**src/logic/sdm_pkg.sv**
```systemverilog
// Shared constants and types for the switch detect and mux block
package sdm_pkg;

  // ************************************************************
  // Sizes
  // ************************************************************
  localparam int WORD_W = 24;          // Serial word length
  localparam int N_IN = 22;            // Switch inputs in total
  localparam int N_PROG = 8;           // Programmable inputs, bits 0..7
  localparam int CH_W = 5;             // Analog channel code width
  localparam int N_PINS = 27;          // Synchronised pins: 22 sense + 5 link/ctl

  // ************************************************************
  // Command word fields
  // ************************************************************
  localparam int OP_HI = 23;           // Opcode field top bit
  localparam int OP_LO = 16;           // Opcode field bottom bit
  localparam int INT_T_HI = 5;         // Interrupt timer field
  localparam int INT_T_LO = 3;
  localparam int SCAN_T_HI = 2;        // Scan timer field
  localparam int SCAN_T_LO = 0;
  localparam int ANA_CH_LO = 0;        // Analog channel code position
  localparam int ANA_OPT_LO = 5;       // Analog current option position

  // ************************************************************
  // Opcodes
  // ************************************************************
  localparam logic [7:0] OP_STATUS = 8'h00;
  localparam logic [7:0] OP_SETTINGS = 8'h01;
  localparam logic [7:0] OP_WET_TIMER = 8'h02;
  localparam logic [7:0] OP_TRISTATE = 8'h03;
  localparam logic [7:0] OP_METALLIC = 8'h04;
  localparam logic [7:0] OP_ANALOG = 8'h05;
  localparam logic [7:0] OP_SLEEP = 8'h0C;

  // ************************************************************
  // Analog current options
  // ************************************************************
  localparam logic [1:0] ANA_HIZ = 2'h0;
  localparam logic [1:0] ANA_LOW = 2'h1;
  localparam logic [1:0] ANA_HIGH = 2'h2;

  // ************************************************************
  // Values after reset
  // ************************************************************
  localparam logic [N_PROG-1:0] RST_BATT_TYPE = 8'hFF;
  localparam logic [N_IN-1:0] RST_TRISTATE = 22'h3FFFFF;
  localparam logic [N_IN-1:0] RST_METALLIC = 22'h3FFFFF;
  localparam logic [N_IN-1:0] RST_WET_EN = 22'h3FFFFF;
  localparam logic [CH_W-1:0] RST_ANA_CH = 5'h1F;
  localparam logic [2:0] RST_TIMER = 3'h0;
  localparam logic [N_PINS-1:0] RST_PINS = 27'h7000000;

  // Operating modes
  typedef enum logic {SDM_NORMAL, SDM_SLEEP} sdm_mode_e;

endpackage : sdm_pkg

```
**src/logic/sdm_link_if.sv**
```systemverilog
// Frame carrier between the serial shifter and the block core
`timescale 1ns/10ps
interface sdm_link_if;
  import sdm_pkg::*;

  logic frame_start;                   // Pulse, chip select fell
  logic frame_end;                     // Pulse, chip select rose
  logic frame_active;                  // Level, chip select low
  logic [WORD_W-1:0] rx_word;          // Last word held at frame end
  logic [WORD_W-1:0] tx_word;          // Status word loaded at frame start

  modport core (input frame_start, input frame_end, input frame_active,
    input rx_word, output tx_word);
  modport link (output frame_start, output frame_end, output frame_active,
    output rx_word, input tx_word);
endinterface : sdm_link_if

```
**src/logic/sdm_sync.sv**
```systemverilog
// Two-flop synchroniser for a bus of independent pin levels
`timescale 1ns/10ps
module sdm_sync
  import sdm_pkg::*;
#(
  parameter int W = N_PINS,
  parameter logic [W-1:0] RST_VAL = '0
)(
  input wire logic core_clk,
  input wire logic reset_n,
  input wire logic [W-1:0] pins,
  output logic [W-1:0] synced
);

  // ************************************************************
  // State
  // ************************************************************
  typedef struct packed {
    logic [W-1:0] s1;                  // First stage, read by s2 only
    logic [W-1:0] s2;                  // Second stage, safe to use
  } sdm_sync_s;

  sdm_sync_s q;
  sdm_sync_s d;

  initial
  begin
    if (W < 1) $error("sdm_sync: width must be at least 1");
  end

  // Next state
  always_comb
  begin
    d = q;
    d.s1 = pins;
    d.s2 = q.s1;
  end

  // Registers
  always_ff @(posedge core_clk or negedge reset_n)
  begin
    if (!reset_n)
    begin
      q <= '{s1: RST_VAL, s2: RST_VAL};
    end
    else
    begin
      q <= d;
    end
  end

  assign synced = q.s2;

endmodule : sdm_sync

```
**src/logic/sdm_shift.sv**
```systemverilog
// 24-bit serial shifter, slave of the host link, daisy-chain capable
`timescale 1ns/10ps
module sdm_shift
  import sdm_pkg::*;
(
  input wire logic core_clk,
  input wire logic reset_n,
  input wire logic sclk_s,
  input wire logic cs_n_s,
  input wire logic si_s,
  output logic so,
  output logic so_oe_n,
  sdm_link_if.link link
);

  // ************************************************************
  // State
  // ************************************************************
  typedef struct packed {
    logic sclk_prev;                   // Last sampled link clock
    logic cs_prev;                     // Last sampled chip select
    logic [WORD_W-1:0] shreg;          // Shift register
    logic [WORD_W-1:0] rx;             // Word held at frame end
    logic so;                          // Serial out bit
    logic so_oe_n;                     // Low while driving serial out
    logic start;                       // Frame start pulse
    logic stop;                        // Frame end pulse
  } sdm_shift_s;

  sdm_shift_s q;
  sdm_shift_s d;

  // Edge finding and shifting
  always_comb
  begin
    d = q;
    d.sclk_prev = sclk_s;
    d.cs_prev = cs_n_s;
    d.start = q.cs_prev & ~cs_n_s;
    d.stop = ~q.cs_prev & cs_n_s;
    d.so_oe_n = cs_n_s;
    if (q.cs_prev && !cs_n_s)
    begin
      // Frame opens: load status, first bit out
      d.shreg = link.tx_word;
      d.so = link.tx_word[WORD_W-1];
    end
    else if (!cs_n_s && !q.sclk_prev && sclk_s)
    begin
      // Rising link clock: take serial in
      d.shreg = {q.shreg[WORD_W-2:0], si_s};
    end
    else if (!cs_n_s && q.sclk_prev && !sclk_s)
    begin
      // Falling link clock: present next bit, passes chain on
      d.so = q.shreg[WORD_W-1];
    end
    if (!q.cs_prev && cs_n_s)
    begin
      // Frame closes: last 24 bits are the command
      d.rx = q.shreg;
    end
  end

  // Registers
  always_ff @(posedge core_clk or negedge reset_n)
  begin
    if (!reset_n)
    begin
      q <= '{sclk_prev: 1'b0, cs_prev: 1'b1, shreg: '0, rx: '0, so: 1'b0,
        so_oe_n: 1'b1, start: 1'b0, stop: 1'b0};
    end
    else
    begin
      q <= d;
    end
  end

  assign so = q.so;
  assign so_oe_n = q.so_oe_n;
  assign link.frame_start = q.start;
  assign link.frame_end = q.stop;
  assign link.frame_active = ~q.cs_prev;
  assign link.rx_word = q.rx;

endmodule : sdm_shift

```
**src/logic/sdm_top.sv**
```systemverilog
// Switch detect front end core: command decode, drives, mux, sleep
//
// Contract
// - Analog command selects one of 22 at frame end
// - Selected analog input reads 0 in status
// - Analog input current: off, low or high
// - Reset: normal mode, all inputs tri-stated
// - Programmable inputs source or sink by type
// - Battery type, not tri-stated, sinks to ground
// - Ground type sources; battery type sinks again
// - Ground input senses while tri-stated; low reads 1
// - High only above comparator threshold
// - Ground input current follows tri-state bit
// - Sleep command takes effect at frame end
// - Sleep releases the wake line high
// - Wake drives line low; falling line wakes
// - Input change during sleep frame stays normal
// - No select wake without logic supply
// - Internal supply reset restores all defaults
// - Sleep word: interrupt timer 5:3, scan 2:0
// - Select falling wakes device with supply present
`timescale 1ns/10ps
module sdm_top
  import sdm_pkg::*;
(
  input wire logic core_clk,
  input wire logic reset_n,
  input wire logic sclk_pin,
  input wire logic cs_n_pin,
  input wire logic si_pin,
  output logic so_pin,
  output logic so_oe_n,
  input wire logic [N_IN-1:0] sense_above_thr,
  input wire logic logic_supply_ok,
  input wire logic wake_n_in,
  output logic wake_n_out,
  output logic wake_n_oe_n,
  output logic [N_IN-1:0] src_en,
  output logic [N_IN-1:0] sink_en,
  output logic [N_IN-1:0] hi_current,
  output logic [CH_W-1:0] analog_select_out,
  output logic analog_valid,
  output logic sleep_mode,
  output logic [2:0] int_timer_sel,
  output logic [2:0] scan_timer_sel
);

  // ************************************************************
  // Elaboration checks
  // ************************************************************
  initial
  begin
    if (N_IN > (1 << CH_W)) $error("sdm_top: channel code too narrow");
    if (N_PROG > N_IN) $error("sdm_top: more programmable than total");
  end

  // ************************************************************
  // Pin synchronisers
  // ************************************************************
  logic [N_PINS-1:0] pins_s;           // Synchronised pin levels
  logic sclk_s;                        // Link clock, synchronised
  logic cs_n_s;                        // Chip select, synchronised
  logic si_s;                          // Serial in, synchronised
  logic wake_s;                        // Wake line, synchronised
  logic supply_s;                      // Logic supply good, synchronised
  logic [N_IN-1:0] sense_s;            // Comparator outputs, synchronised

  // Packed: supply, wake, cs, sclk, si, sense
  sdm_sync #(.W(N_PINS), .RST_VAL(RST_PINS)) u_sync (
    .core_clk(core_clk),
    .reset_n(reset_n),
    .pins({supply_s_pin_order(logic_supply_ok, wake_n_in), cs_n_pin,
      sclk_pin, si_pin, sense_above_thr}),
    .synced(pins_s)
  );

  // Unpack in the packed order
  assign sense_s = pins_s[N_IN-1:0];
  assign si_s = pins_s[N_IN];
  assign sclk_s = pins_s[N_IN+1];
  assign cs_n_s = pins_s[N_IN+2];
  assign wake_s = pins_s[N_IN+3];
  assign supply_s = pins_s[N_IN+4];

  // ************************************************************
  // Serial shifter
  // ************************************************************
  // Frame events from the shifter
  sdm_link_if link ();

  sdm_shift u_shift (
    .core_clk(core_clk),
    .reset_n(reset_n),
    .sclk_s(sclk_s),
    .cs_n_s(cs_n_s),
    .si_s(si_s),
    .so(so_pin),
    .so_oe_n(so_oe_n),
    .link(link.link)
  );

  // ************************************************************
  // Helper functions
  // ************************************************************

  // Packs supply and wake in pin-bus order
  function automatic logic [1:0] supply_s_pin_order(input logic sup, input logic wk);
    supply_s_pin_order = {sup, wk};
  endfunction : supply_s_pin_order

  // Switch state as reported: 1 means closed or open-load
  function automatic logic sw_bit(input int idx, input logic above,
    input logic batt);
    logic res;
    res = 1'b0;
    if (idx < N_PROG && batt)
    begin
      // Battery switch closes by pulling pin high
      res = above;
    end
    else
    begin
      // Ground switch: low pin reads 1, even tri-stated
      res = ~above;
    end
    sw_bit = res;
  endfunction : sw_bit

  // ************************************************************
  // State
  // ************************************************************
  typedef struct packed {
    sdm_mode_e mode;                   // Normal or sleep
    logic [N_PROG-1:0] batt_type;      // 1 battery type, 0 ground type
    logic [N_IN-1:0] tristate;         // 1 current source off
    logic [N_IN-1:0] metallic;         // 1 high current, 0 low
    logic [N_IN-1:0] wet_en;           // Wetting timer enables
    logic [CH_W-1:0] ana_ch;           // Analog channel code
    logic [1:0] ana_opt;               // Analog current option
    logic [2:0] int_t;                 // Interrupt timer field
    logic [2:0] scan_t;                // Scan timer field
    logic [N_IN-1:0] snap;             // Switch states at frame start
    logic changed;                     // Input changed in this frame
    logic wake_prev;                   // Last wake line level
    logic [WORD_W-1:0] status;         // Next status word
    logic [N_IN-1:0] src;              // Source drive out
    logic [N_IN-1:0] sink;             // Sink drive out
    logic [N_IN-1:0] hi;               // High current out
    logic [CH_W-1:0] ana_out;          // Analog select out
    logic ana_valid;                   // Analog channel in range, normal mode only
    logic wake_oe_n;                   // Low while pulling wake low
  } sdm_top_s;

  // All state in one record; d is next
  sdm_top_s q;
  sdm_top_s d;

  // ************************************************************
  // Next-state logic
  // ************************************************************

  logic [N_IN-1:0] raw;                // Switch states right now
  logic [7:0] opcode;                  // Opcode of received word
  logic [N_IN-1:0] payload;            // Data bits of received word
  logic ana_ok;                        // Next analog code in range

  // Raw switch states
  always_comb
  begin
    raw = '0;
    for (int i = 0; i < N_IN; i++)
    begin
      raw[i] = sw_bit(i, sense_s[i], (i < N_PROG) ? q.batt_type[i % N_PROG] : 1'b0);
    end
  end

  // Data 21:16 overlap the opcode field
  assign opcode = link.rx_word[OP_HI:OP_LO];
  assign payload = link.rx_word[N_IN-1:0];

  // Mode, command decode and drive outputs
  always_comb
  begin
    d = q;
    d.wake_prev = wake_s;
    // Track input change across a frame
    if (link.frame_start)
    begin
      d.snap = raw;
      d.changed = 1'b0;
    end
    else if (link.frame_active && raw != q.snap)
    begin
      d.changed = 1'b1;
    end
    if (q.mode == SDM_SLEEP)
    begin
      // Frame end is ignored while asleep
      // Wake from select fall with supply, or falling wake line
      if (link.frame_start && supply_s)
      begin
        d.mode = SDM_NORMAL;
      end
      else if (q.wake_prev && !wake_s)
      begin
        d.mode = SDM_NORMAL;
      end
    end
    else if (link.frame_end)
    begin
      // Act on the word held at frame end
      case (opcode)
        OP_SETTINGS:
        begin
          d.batt_type = payload[N_PROG-1:0];
        end
        OP_WET_TIMER:
        begin
          d.wet_en = payload;
        end
        OP_TRISTATE:
        begin
          d.tristate = payload;
        end
        OP_METALLIC:
        begin
          d.metallic = payload;
        end
        OP_ANALOG:
        begin
          d.ana_ch = link.rx_word[ANA_CH_LO +: CH_W];
          d.ana_opt = link.rx_word[ANA_OPT_LO +: 2];
        end
        OP_SLEEP:
        begin
          // Change seen during the frame keeps normal mode
          if (!q.changed && raw == q.snap)
          begin
            d.mode = SDM_SLEEP;
            d.int_t = link.rx_word[INT_T_HI:INT_T_LO];
            d.scan_t = link.rx_word[SCAN_T_HI:SCAN_T_LO];
          end
        end
        default:
        begin
          // Status read and unknown opcodes change nothing
          d.mode = q.mode;
        end
      endcase
    end
    // Analog channel in range of the inputs
    // Bad codes leave inputs as set
    ana_ok = (d.ana_ch < CH_W'(N_IN));
    d.ana_out = d.ana_ch;
    d.ana_valid = ana_ok && (d.mode == SDM_NORMAL);
    // Current drives per input
    d.src = '0;
    d.sink = '0;
    d.hi = '0;
    for (int i = 0; i < N_IN; i++)
    begin
      if (d.mode == SDM_SLEEP)
      begin
        // Sleep: every source off
        d.src[i] = 1'b0;
      end
      else if (ana_ok && d.ana_ch == CH_W'(i))
      begin
        // Analog channel: pull-up per option
        d.src[i] = (d.ana_opt == ANA_LOW) || (d.ana_opt == ANA_HIGH);
        d.hi[i] = (d.ana_opt == ANA_HIGH);
      end
      else if (!d.tristate[i])
      begin
        if (i < N_PROG && d.batt_type[i % N_PROG])
        begin
          d.sink[i] = 1'b1;
        end
        else
        begin
          d.src[i] = 1'b1;
        end
        d.hi[i] = d.metallic[i];
      end
    end
    // Status word; selected analog bit reads 0
    // Mask keeps the analog bit at 0
    d.status = '0;
    for (int i = 0; i < N_IN; i++)
    begin
      d.status[i] = raw[i] & ~(ana_ok && d.ana_ch == CH_W'(i));
    end
    // Wake line: driven low in normal, released in sleep
    d.wake_oe_n = (d.mode == SDM_SLEEP);
  end

  // ************************************************************
  // Registers
  // ************************************************************
  always_ff @(posedge core_clk or negedge reset_n)
  begin
    if (!reset_n)
    begin
      // Async reset, constants only
      // Supply reset: normal mode, all defaults, inputs tri-stated
      q <= '{mode: SDM_NORMAL, batt_type: RST_BATT_TYPE, tristate: RST_TRISTATE,
        metallic: RST_METALLIC, wet_en: RST_WET_EN, ana_ch: RST_ANA_CH,
        ana_opt: ANA_HIZ, int_t: RST_TIMER, scan_t: RST_TIMER, snap: '0,
        changed: 1'b0, wake_prev: 1'b1, status: '0, src: '0, sink: '0,
        hi: '0, ana_out: RST_ANA_CH, ana_valid: 1'b0,
        wake_oe_n: 1'b0};
    end
    else
    begin
      q <= d;
    end
  end

  // ************************************************************
  // Outputs
  // ************************************************************
  // Outputs other than the wake value are plain register copies
  assign link.tx_word = q.status;
  // Open drain: value low, enable acts
  assign wake_n_out = 1'b0;
  assign wake_n_oe_n = q.wake_oe_n;
  assign src_en = q.src;
  assign sink_en = q.sink;
  assign hi_current = q.hi;
  assign analog_select_out = q.ana_out;
  assign analog_valid = q.ana_valid;
  assign sleep_mode = (q.mode == SDM_SLEEP);
  assign int_timer_sel = q.int_t;
  assign scan_timer_sel = q.scan_t;

endmodule : sdm_top

```
**config.mk**
```make
export PLATFORM = sky130hd
export DESIGN_NAME = sdm_top
export DESIGN_NICKNAME = d
export VERILOG_FILES = /design/src/logic/sdm_pkg.sv /design/src/logic/sdm_link_if.sv /design/src/logic/sdm_sync.sv /design/src/logic/sdm_shift.sv /design/src/logic/sdm_top.sv
export SDC_FILE = /design/constraint.sdc
export NUM_CORES = 1
export LEC_CHECK = 0
export BUFFER_PORTS_ARGS = -buffer_cell sky130_fd_sc_hd__buf_2
export CAP_MARGIN = 0
export CORE_MARGIN = 3
export CORE_UTILIZATION = 45
export DETAILED_ROUTE_END_ITERATION = 10
export PLACE_DENSITY = 0.65
export SLEW_MARGIN = 5
export SYNTH_ARGS = -nofsm -noshare
export SYNTH_HDL_FRONTEND = slang
export SYNTH_SLANG_ARGS = --single-unit
export TNS_END_PERCENT = 1
```
**constraint.sdc**
```tcl
create_clock -name core_clk -period 3.6 [get_ports core_clk]
set_clock_uncertainty 0.15 [all_clocks]
set_input_delay 1.08 -clock core_clk [delete_from_list [all_inputs] [get_ports core_clk]]
set_output_delay 1.08 -clock core_clk [all_outputs]
set_load 0.005 [all_outputs]
```
==> report_table.html <==
<table>
<tr><th>Metric</th><th>Value</th></tr>
<tr><th colspan="2">Status</th></tr>
<tr><td>Outcome</td><td>finished clean</td></tr>
<tr><th colspan="2">Routing</th></tr>
<tr><td>Via density per instance</td><td>roughly 5.1</td></tr>
<tr><td>Router iterations before antenna repair</td><td>4</td></tr>
<tr><td>Average detailed-routed wire length per instance</td><td>18.04 µm</td></tr>
<tr><td>First-iteration detailed-routing DRC count</td><td>582</td></tr>
<tr><td>Antenna-violating nets left</td><td>0</td></tr>
<tr><td>Total wire length</td><td>23880 µm</td></tr>
<tr><td>Post-route DRC</td><td>0</td></tr>
<tr><td>Overall via count from detail_route</td><td>6763</td></tr>
<tr><th colspan="2">Power</th></tr>
<tr><td>Total power density per cell area</td><td>715.9 nW/µm²</td></tr>
<tr><td>Leak pwr</td><td>between 0.005 and 0.006 µW</td></tr>
<tr><td>Worst supply voltage drop on vdd</td><td>319.6 µV</td></tr>
<tr><td>Design Power</td><td>between 9000 and 10000 µW</td></tr>
<tr><th colspan="2">CTS</th></tr>
<tr><td>CTS hold repair buffers</td><td>0</td></tr>
<tr><td>H-tree level count</td><td>1</td></tr>
<tr><td>Resize count post-CTS</td><td>0</td></tr>
<tr><td>Clock tree sinks</td><td>about 270</td></tr>
<tr><td>Root buffer cell</td><td>sky130_fd_sc_hd__clkbuf_16</td></tr>
<tr><td>Postcts setup bufs</td><td>0</td></tr>
<tr><td>Number of clock buffers inserted by TritonCTS</td><td>29</td></tr>
<tr><td>CTS clock-pin slew for the worst setup and hold paths</td><td>roughly 0.060 ns</td></tr>
<tr><td>Worst-skew pair later-pin latency</td><td>0.54 ns</td></tr>
<tr><td>Clock tree from TritonCTS</td><td>done</td></tr>
<tr><td>Max Buffers Root-to-Sink</td><td>3</td></tr>
<tr><th colspan="2">Worst hold path</th></tr>
<tr><td>HP Class</td><td>register to register</td></tr>
<tr><th colspan="2">Timing</th></tr>
<tr><td>Time the final worst path needs with I/O delays and setup</td><td>2.966 ns</td></tr>
<tr><td>Fraction of the cycle the final worst path needs</td><td>82.40%</td></tr>
<tr><td>Slew @ Worst Pin</td><td>0.8031 ns</td></tr>
<tr><td>Setup TNS Final</td><td>0 ns</td></tr>
<tr><td>Smallest hold slack</td><td>~0.19 ns</td></tr>
<tr><td>Final-report hold violation count</td><td>0</td></tr>
<tr><td>Final setup violation count</td><td>0</td></tr>
<tr><td>Maximum clock frequency</td><td>337.1 MHz</td></tr>
<tr><td>Final Max Tran Viols</td><td>0</td></tr>
<tr><td>RSZ-0062 raised after global routing</td><td>no</td></tr>
<tr><td>Worst slew margin</td><td>44.93%</td></tr>
<tr><th colspan="2">Synth</th></tr>
<tr><td>Register area share after synthesis</td><td>59.21%</td></tr>
<tr><td>Combined area of all synthesized cells</td><td>11630 µm²</td></tr>
<tr><td>Top cells by area in the synthesized netlist</td><td>sky130_fd_sc_hd__dfrtp_1, sky130_fd_sc_hd__dfstp_2, sky130_fd_sc_hd__mux2i_1</td></tr>
<tr><td>Dominant register cell in the synthesized netlist</td><td>sky130_fd_sc_hd__dfrtp_1</td></tr>
<tr><td>Number of enable flip-flop cells after synthesis</td><td>0</td></tr>
<tr><td>Synth Register Bits</td><td>272</td></tr>
<tr><td>Count of distinct cell types in the synthesized netlist</td><td>46</td></tr>
<tr><td>Number of warnings issued by yosys</td><td>0</td></tr>
<tr><td>Ys async rst share</td><td>100.0%</td></tr>
<tr><td>Post-Syn Instances</td><td>around 930</td></tr>
<tr><td>Top-area cell type share of the netlist area</td><td>44.53%</td></tr>
<tr><td>Mean instance size in the synthesized netlist</td><td>12.47 µm²</td></tr>
<tr><td>Cell type with the highest aggregate area in the netlist</td><td>sky130_fd_sc_hd__dfrtp_1</td></tr>
<tr><th colspan="2">Job</th></tr>
<tr><td>Maximum Capacitance Violations</td><td>0</td></tr>
<tr><th colspan="2">Worst setup path</th></tr>
<tr><td>Startpoint kind of the worst setup timing path</td><td>register</td></tr>
<tr><td>CP Data Arrival Time</td><td>between 3 and 4 ns</td></tr>
<tr><td>Required time reported for the critical path endpoint</td><td>3.89 ns</td></tr>
<tr><td>CP Class</td><td>register to register</td></tr>
<tr><td>Element type at the critical path end</td><td>register</td></tr>
<tr><td>CP max FO</td><td>22</td></tr>
<tr><th colspan="2">GRT</th></tr>
<tr><td>Total global-route track usage</td><td>17.26%</td></tr>
<tr><td>Pin count of the biggest net entering global routing</td><td>80</td></tr>
<tr><td>Via count of the first global-routing pass</td><td>approximately 7000</td></tr>
<tr><td>Initial antenna violation count</td><td>1</td></tr>
<tr><td>Sum of overflow across all layers after global routing</td><td>0</td></tr>
<tr><td>Wire length of the first global-routing pass</td><td>~39000 µm</td></tr>
<tr><th colspan="2">Layout</th></tr>
<tr><td>Top library cells by usage in the layout, fill and taps aside</td><td>sky130_fd_sc_hd__dfrtp_1, sky130_fd_sc_hd__buf_2, sky130_fd_sc_hd__mux2i_1</td></tr>
<tr><td>Share of layout cells above drive strength 1</td><td>31.29%</td></tr>
<tr><td>Count of fill cells added during filler insertion</td><td>2230</td></tr>
<tr><td>Utilization after layout</td><td>51.34%</td></tr>
<tr><td>Ant diodes</td><td>0</td></tr>
<tr><td>Number of nets in the layout</td><td>between 1000 and 1500</td></tr>
<tr><td>Most common cell after layout, fill and taps aside</td><td>sky130_fd_sc_hd__dfrtp_1</td></tr>
<tr><td>Relative area change from synthesis to final layout</td><td>11.79%</td></tr>
<tr><th colspan="2">Floorplanning</th></tr>
<tr><td>Initial core utilization</td><td>between 40% and 50%</td></tr>
<tr><td>IO Pins</td><td>112</td></tr>
<tr><td>Area of the core</td><td>~25000 µm²</td></tr>
<tr><td>Floorplan row count</td><td>58</td></tr>
<tr><td>Horizontal die dimension</td><td>around 170 µm</td></tr>
<tr><td>Chip Height</td><td>around 170 µm</td></tr>
<tr><td>Die area</td><td>27820 µm²</td></tr>
<tr><th colspan="2">Place</th></tr>
<tr><td>HPWL after detailed placement</td><td>approximately 16000 µm</td></tr>
<tr><td>Count of buffers from port buffering</td><td>96</td></tr>
<tr><td>Routability Congestion</td><td>0.7911</td></tr>
</table>
critical path: stages, from the launching register on:
cell and delay, ns:
sky130_fd_sc_hd__dfrtp_1 0.40, sky130_fd_sc_hd__nor4_4 0.42, sky130_fd_sc_hd__nand3_2 0.18, sky130_fd_sc_hd__buf_4 0.25, sky130_fd_sc_hd__mux2i_1 0.16, sky130_fd_sc_hd__ha_1 0.60, sky130_fd_sc_hd__or3_1 0.48, sky130_fd_sc_hd__a211oi_1 0.21
state kept, by name, summed over array words and instances, names as in the netlist:
signal / count
q: 78
u_sync.d: 27
u_sync.synced: 27
u_shift.q: 26
u_shift.link.rx_word: 24
hi_current: 22
link.tx_word: 22
src_en: 22
sink_en: 8
analog_select_out: 5
int_timer_sel: 3
scan_timer_sel: 3
analog_valid: 1
u_shift.link.frame_end: 1
u_shift.link.frame_start: 1
u_shift.so: 1
wake_n_oe_n: 1
stage by stage:
step / instances / cell area (µm²) / setup WS (ns)
2_1_floorplan: 947 / 11690 / 0.6152
3_3_place_gp: 1270 / 12020 / 0.7358
3_5_place_dp: 1270 / 12020 / 0.6529
4_1_cts: 1324 / 13000 / 0.6228
5_1_grt: 1324 / 13000 / 0.4325
6_report: 1324 / 13000 / 0.6337
cells by family (layout without fill, tap and decap cells):
| family | after synthesis | count (layout) | share of synthesized area (%) |
|---|---|---|---|
| flops | 272 | 272 | 59.21 |
| simple gates | 180 | 180 | 8.562 |
| buf+inv | 176 | 223 | 8.519 |
| mux | 149 | 149 | 13.74 |
| compound gates | 124 | 124 | 6.862 |
| xor+xnor | 30 | 30 | 2.969 |
| fa+ha+maj | 1 | 1 | 0.1075 |
| other cells | 1 | 15 | 0.03224 |
where the power goes:
part	internal, µW	total (µW)	leakage [µW]	switching (µW)
clock	1820	3000	0.000485	1190
combinational	935	1940	0.00234	1000
sequential	3880	4370	0.00317	487
total	6630	9310	0.00599	2680
cells in the mapped netlist (all sizes together) (2+ instances only):
cell / instances
a211oi: 42
a21boi: 2
a21oi: 17
and2: 6
and3b: 4
buf: 90
clkbuf: 35
dfrtp: 207
dfstp: 65
inv: 51
mux2: 70
mux2i: 79
nand2: 43
nand2b: 12
nand3: 28
nand3b: 4
nand4: 3
nor2: 19
nor2b: 6
nor3: 8
nor3b: 5
nor4: 13
nor4b: 3
o211ai: 26
o21ai: 36
or2: 3
or3: 19
xnor2: 18
xnor3: 6
xor2: 6
worst paths after layout:
check	slack, ns	end	depth (start not counted)	from
min in group asynchronous	0.35	hi_current[7]$_DFF_PN0_	1	reset_n
worst max-delay path	0.63	src_en[21]$_DFF_PN0_	7	u_shift.link.rx_word[21]$_DFFE_PN0P_
worst min-delay path	0.19	u_sync.synced[18]$_DFF_PN0_	0	u_sync.d[18]$_DFF_PN0_
worst min register to register	0.19	u_sync.synced[18]$_DFF_PN0_	0	u_sync.d[18]$_DFF_PN0_
worst max register to register	0.63	src_en[21]$_DFF_PN0_	7	u_shift.link.rx_word[21]$_DFFE_PN0P_
max in group asynchronous	2.02	u_sync.synced[25]$_DFF_PN1_	2	reset_n
area by class of cell:
cell class                      count  area, µm²  share of cell area [%]
Sequential cell                   272       6888                   52.97
Multi-Input combinational cell    499       3834                   29.48
Clock inverter                     14      157.7                   1.212
Inverter                           51      191.4                   1.472
Timing Repair Buffer              118      693.2                   5.331
Tap cell                          330      412.9                   3.175
Clock buffer                       40      827.0                   6.360
routing by layer:
metal  GRT usage [%]  part of all wire, %
met3           2.563                  6.7
met2           26.99                   47
met5               0                    0
met4           4.089                  1.6
met1           25.72                   45
(Power assumes the default switching activity.)
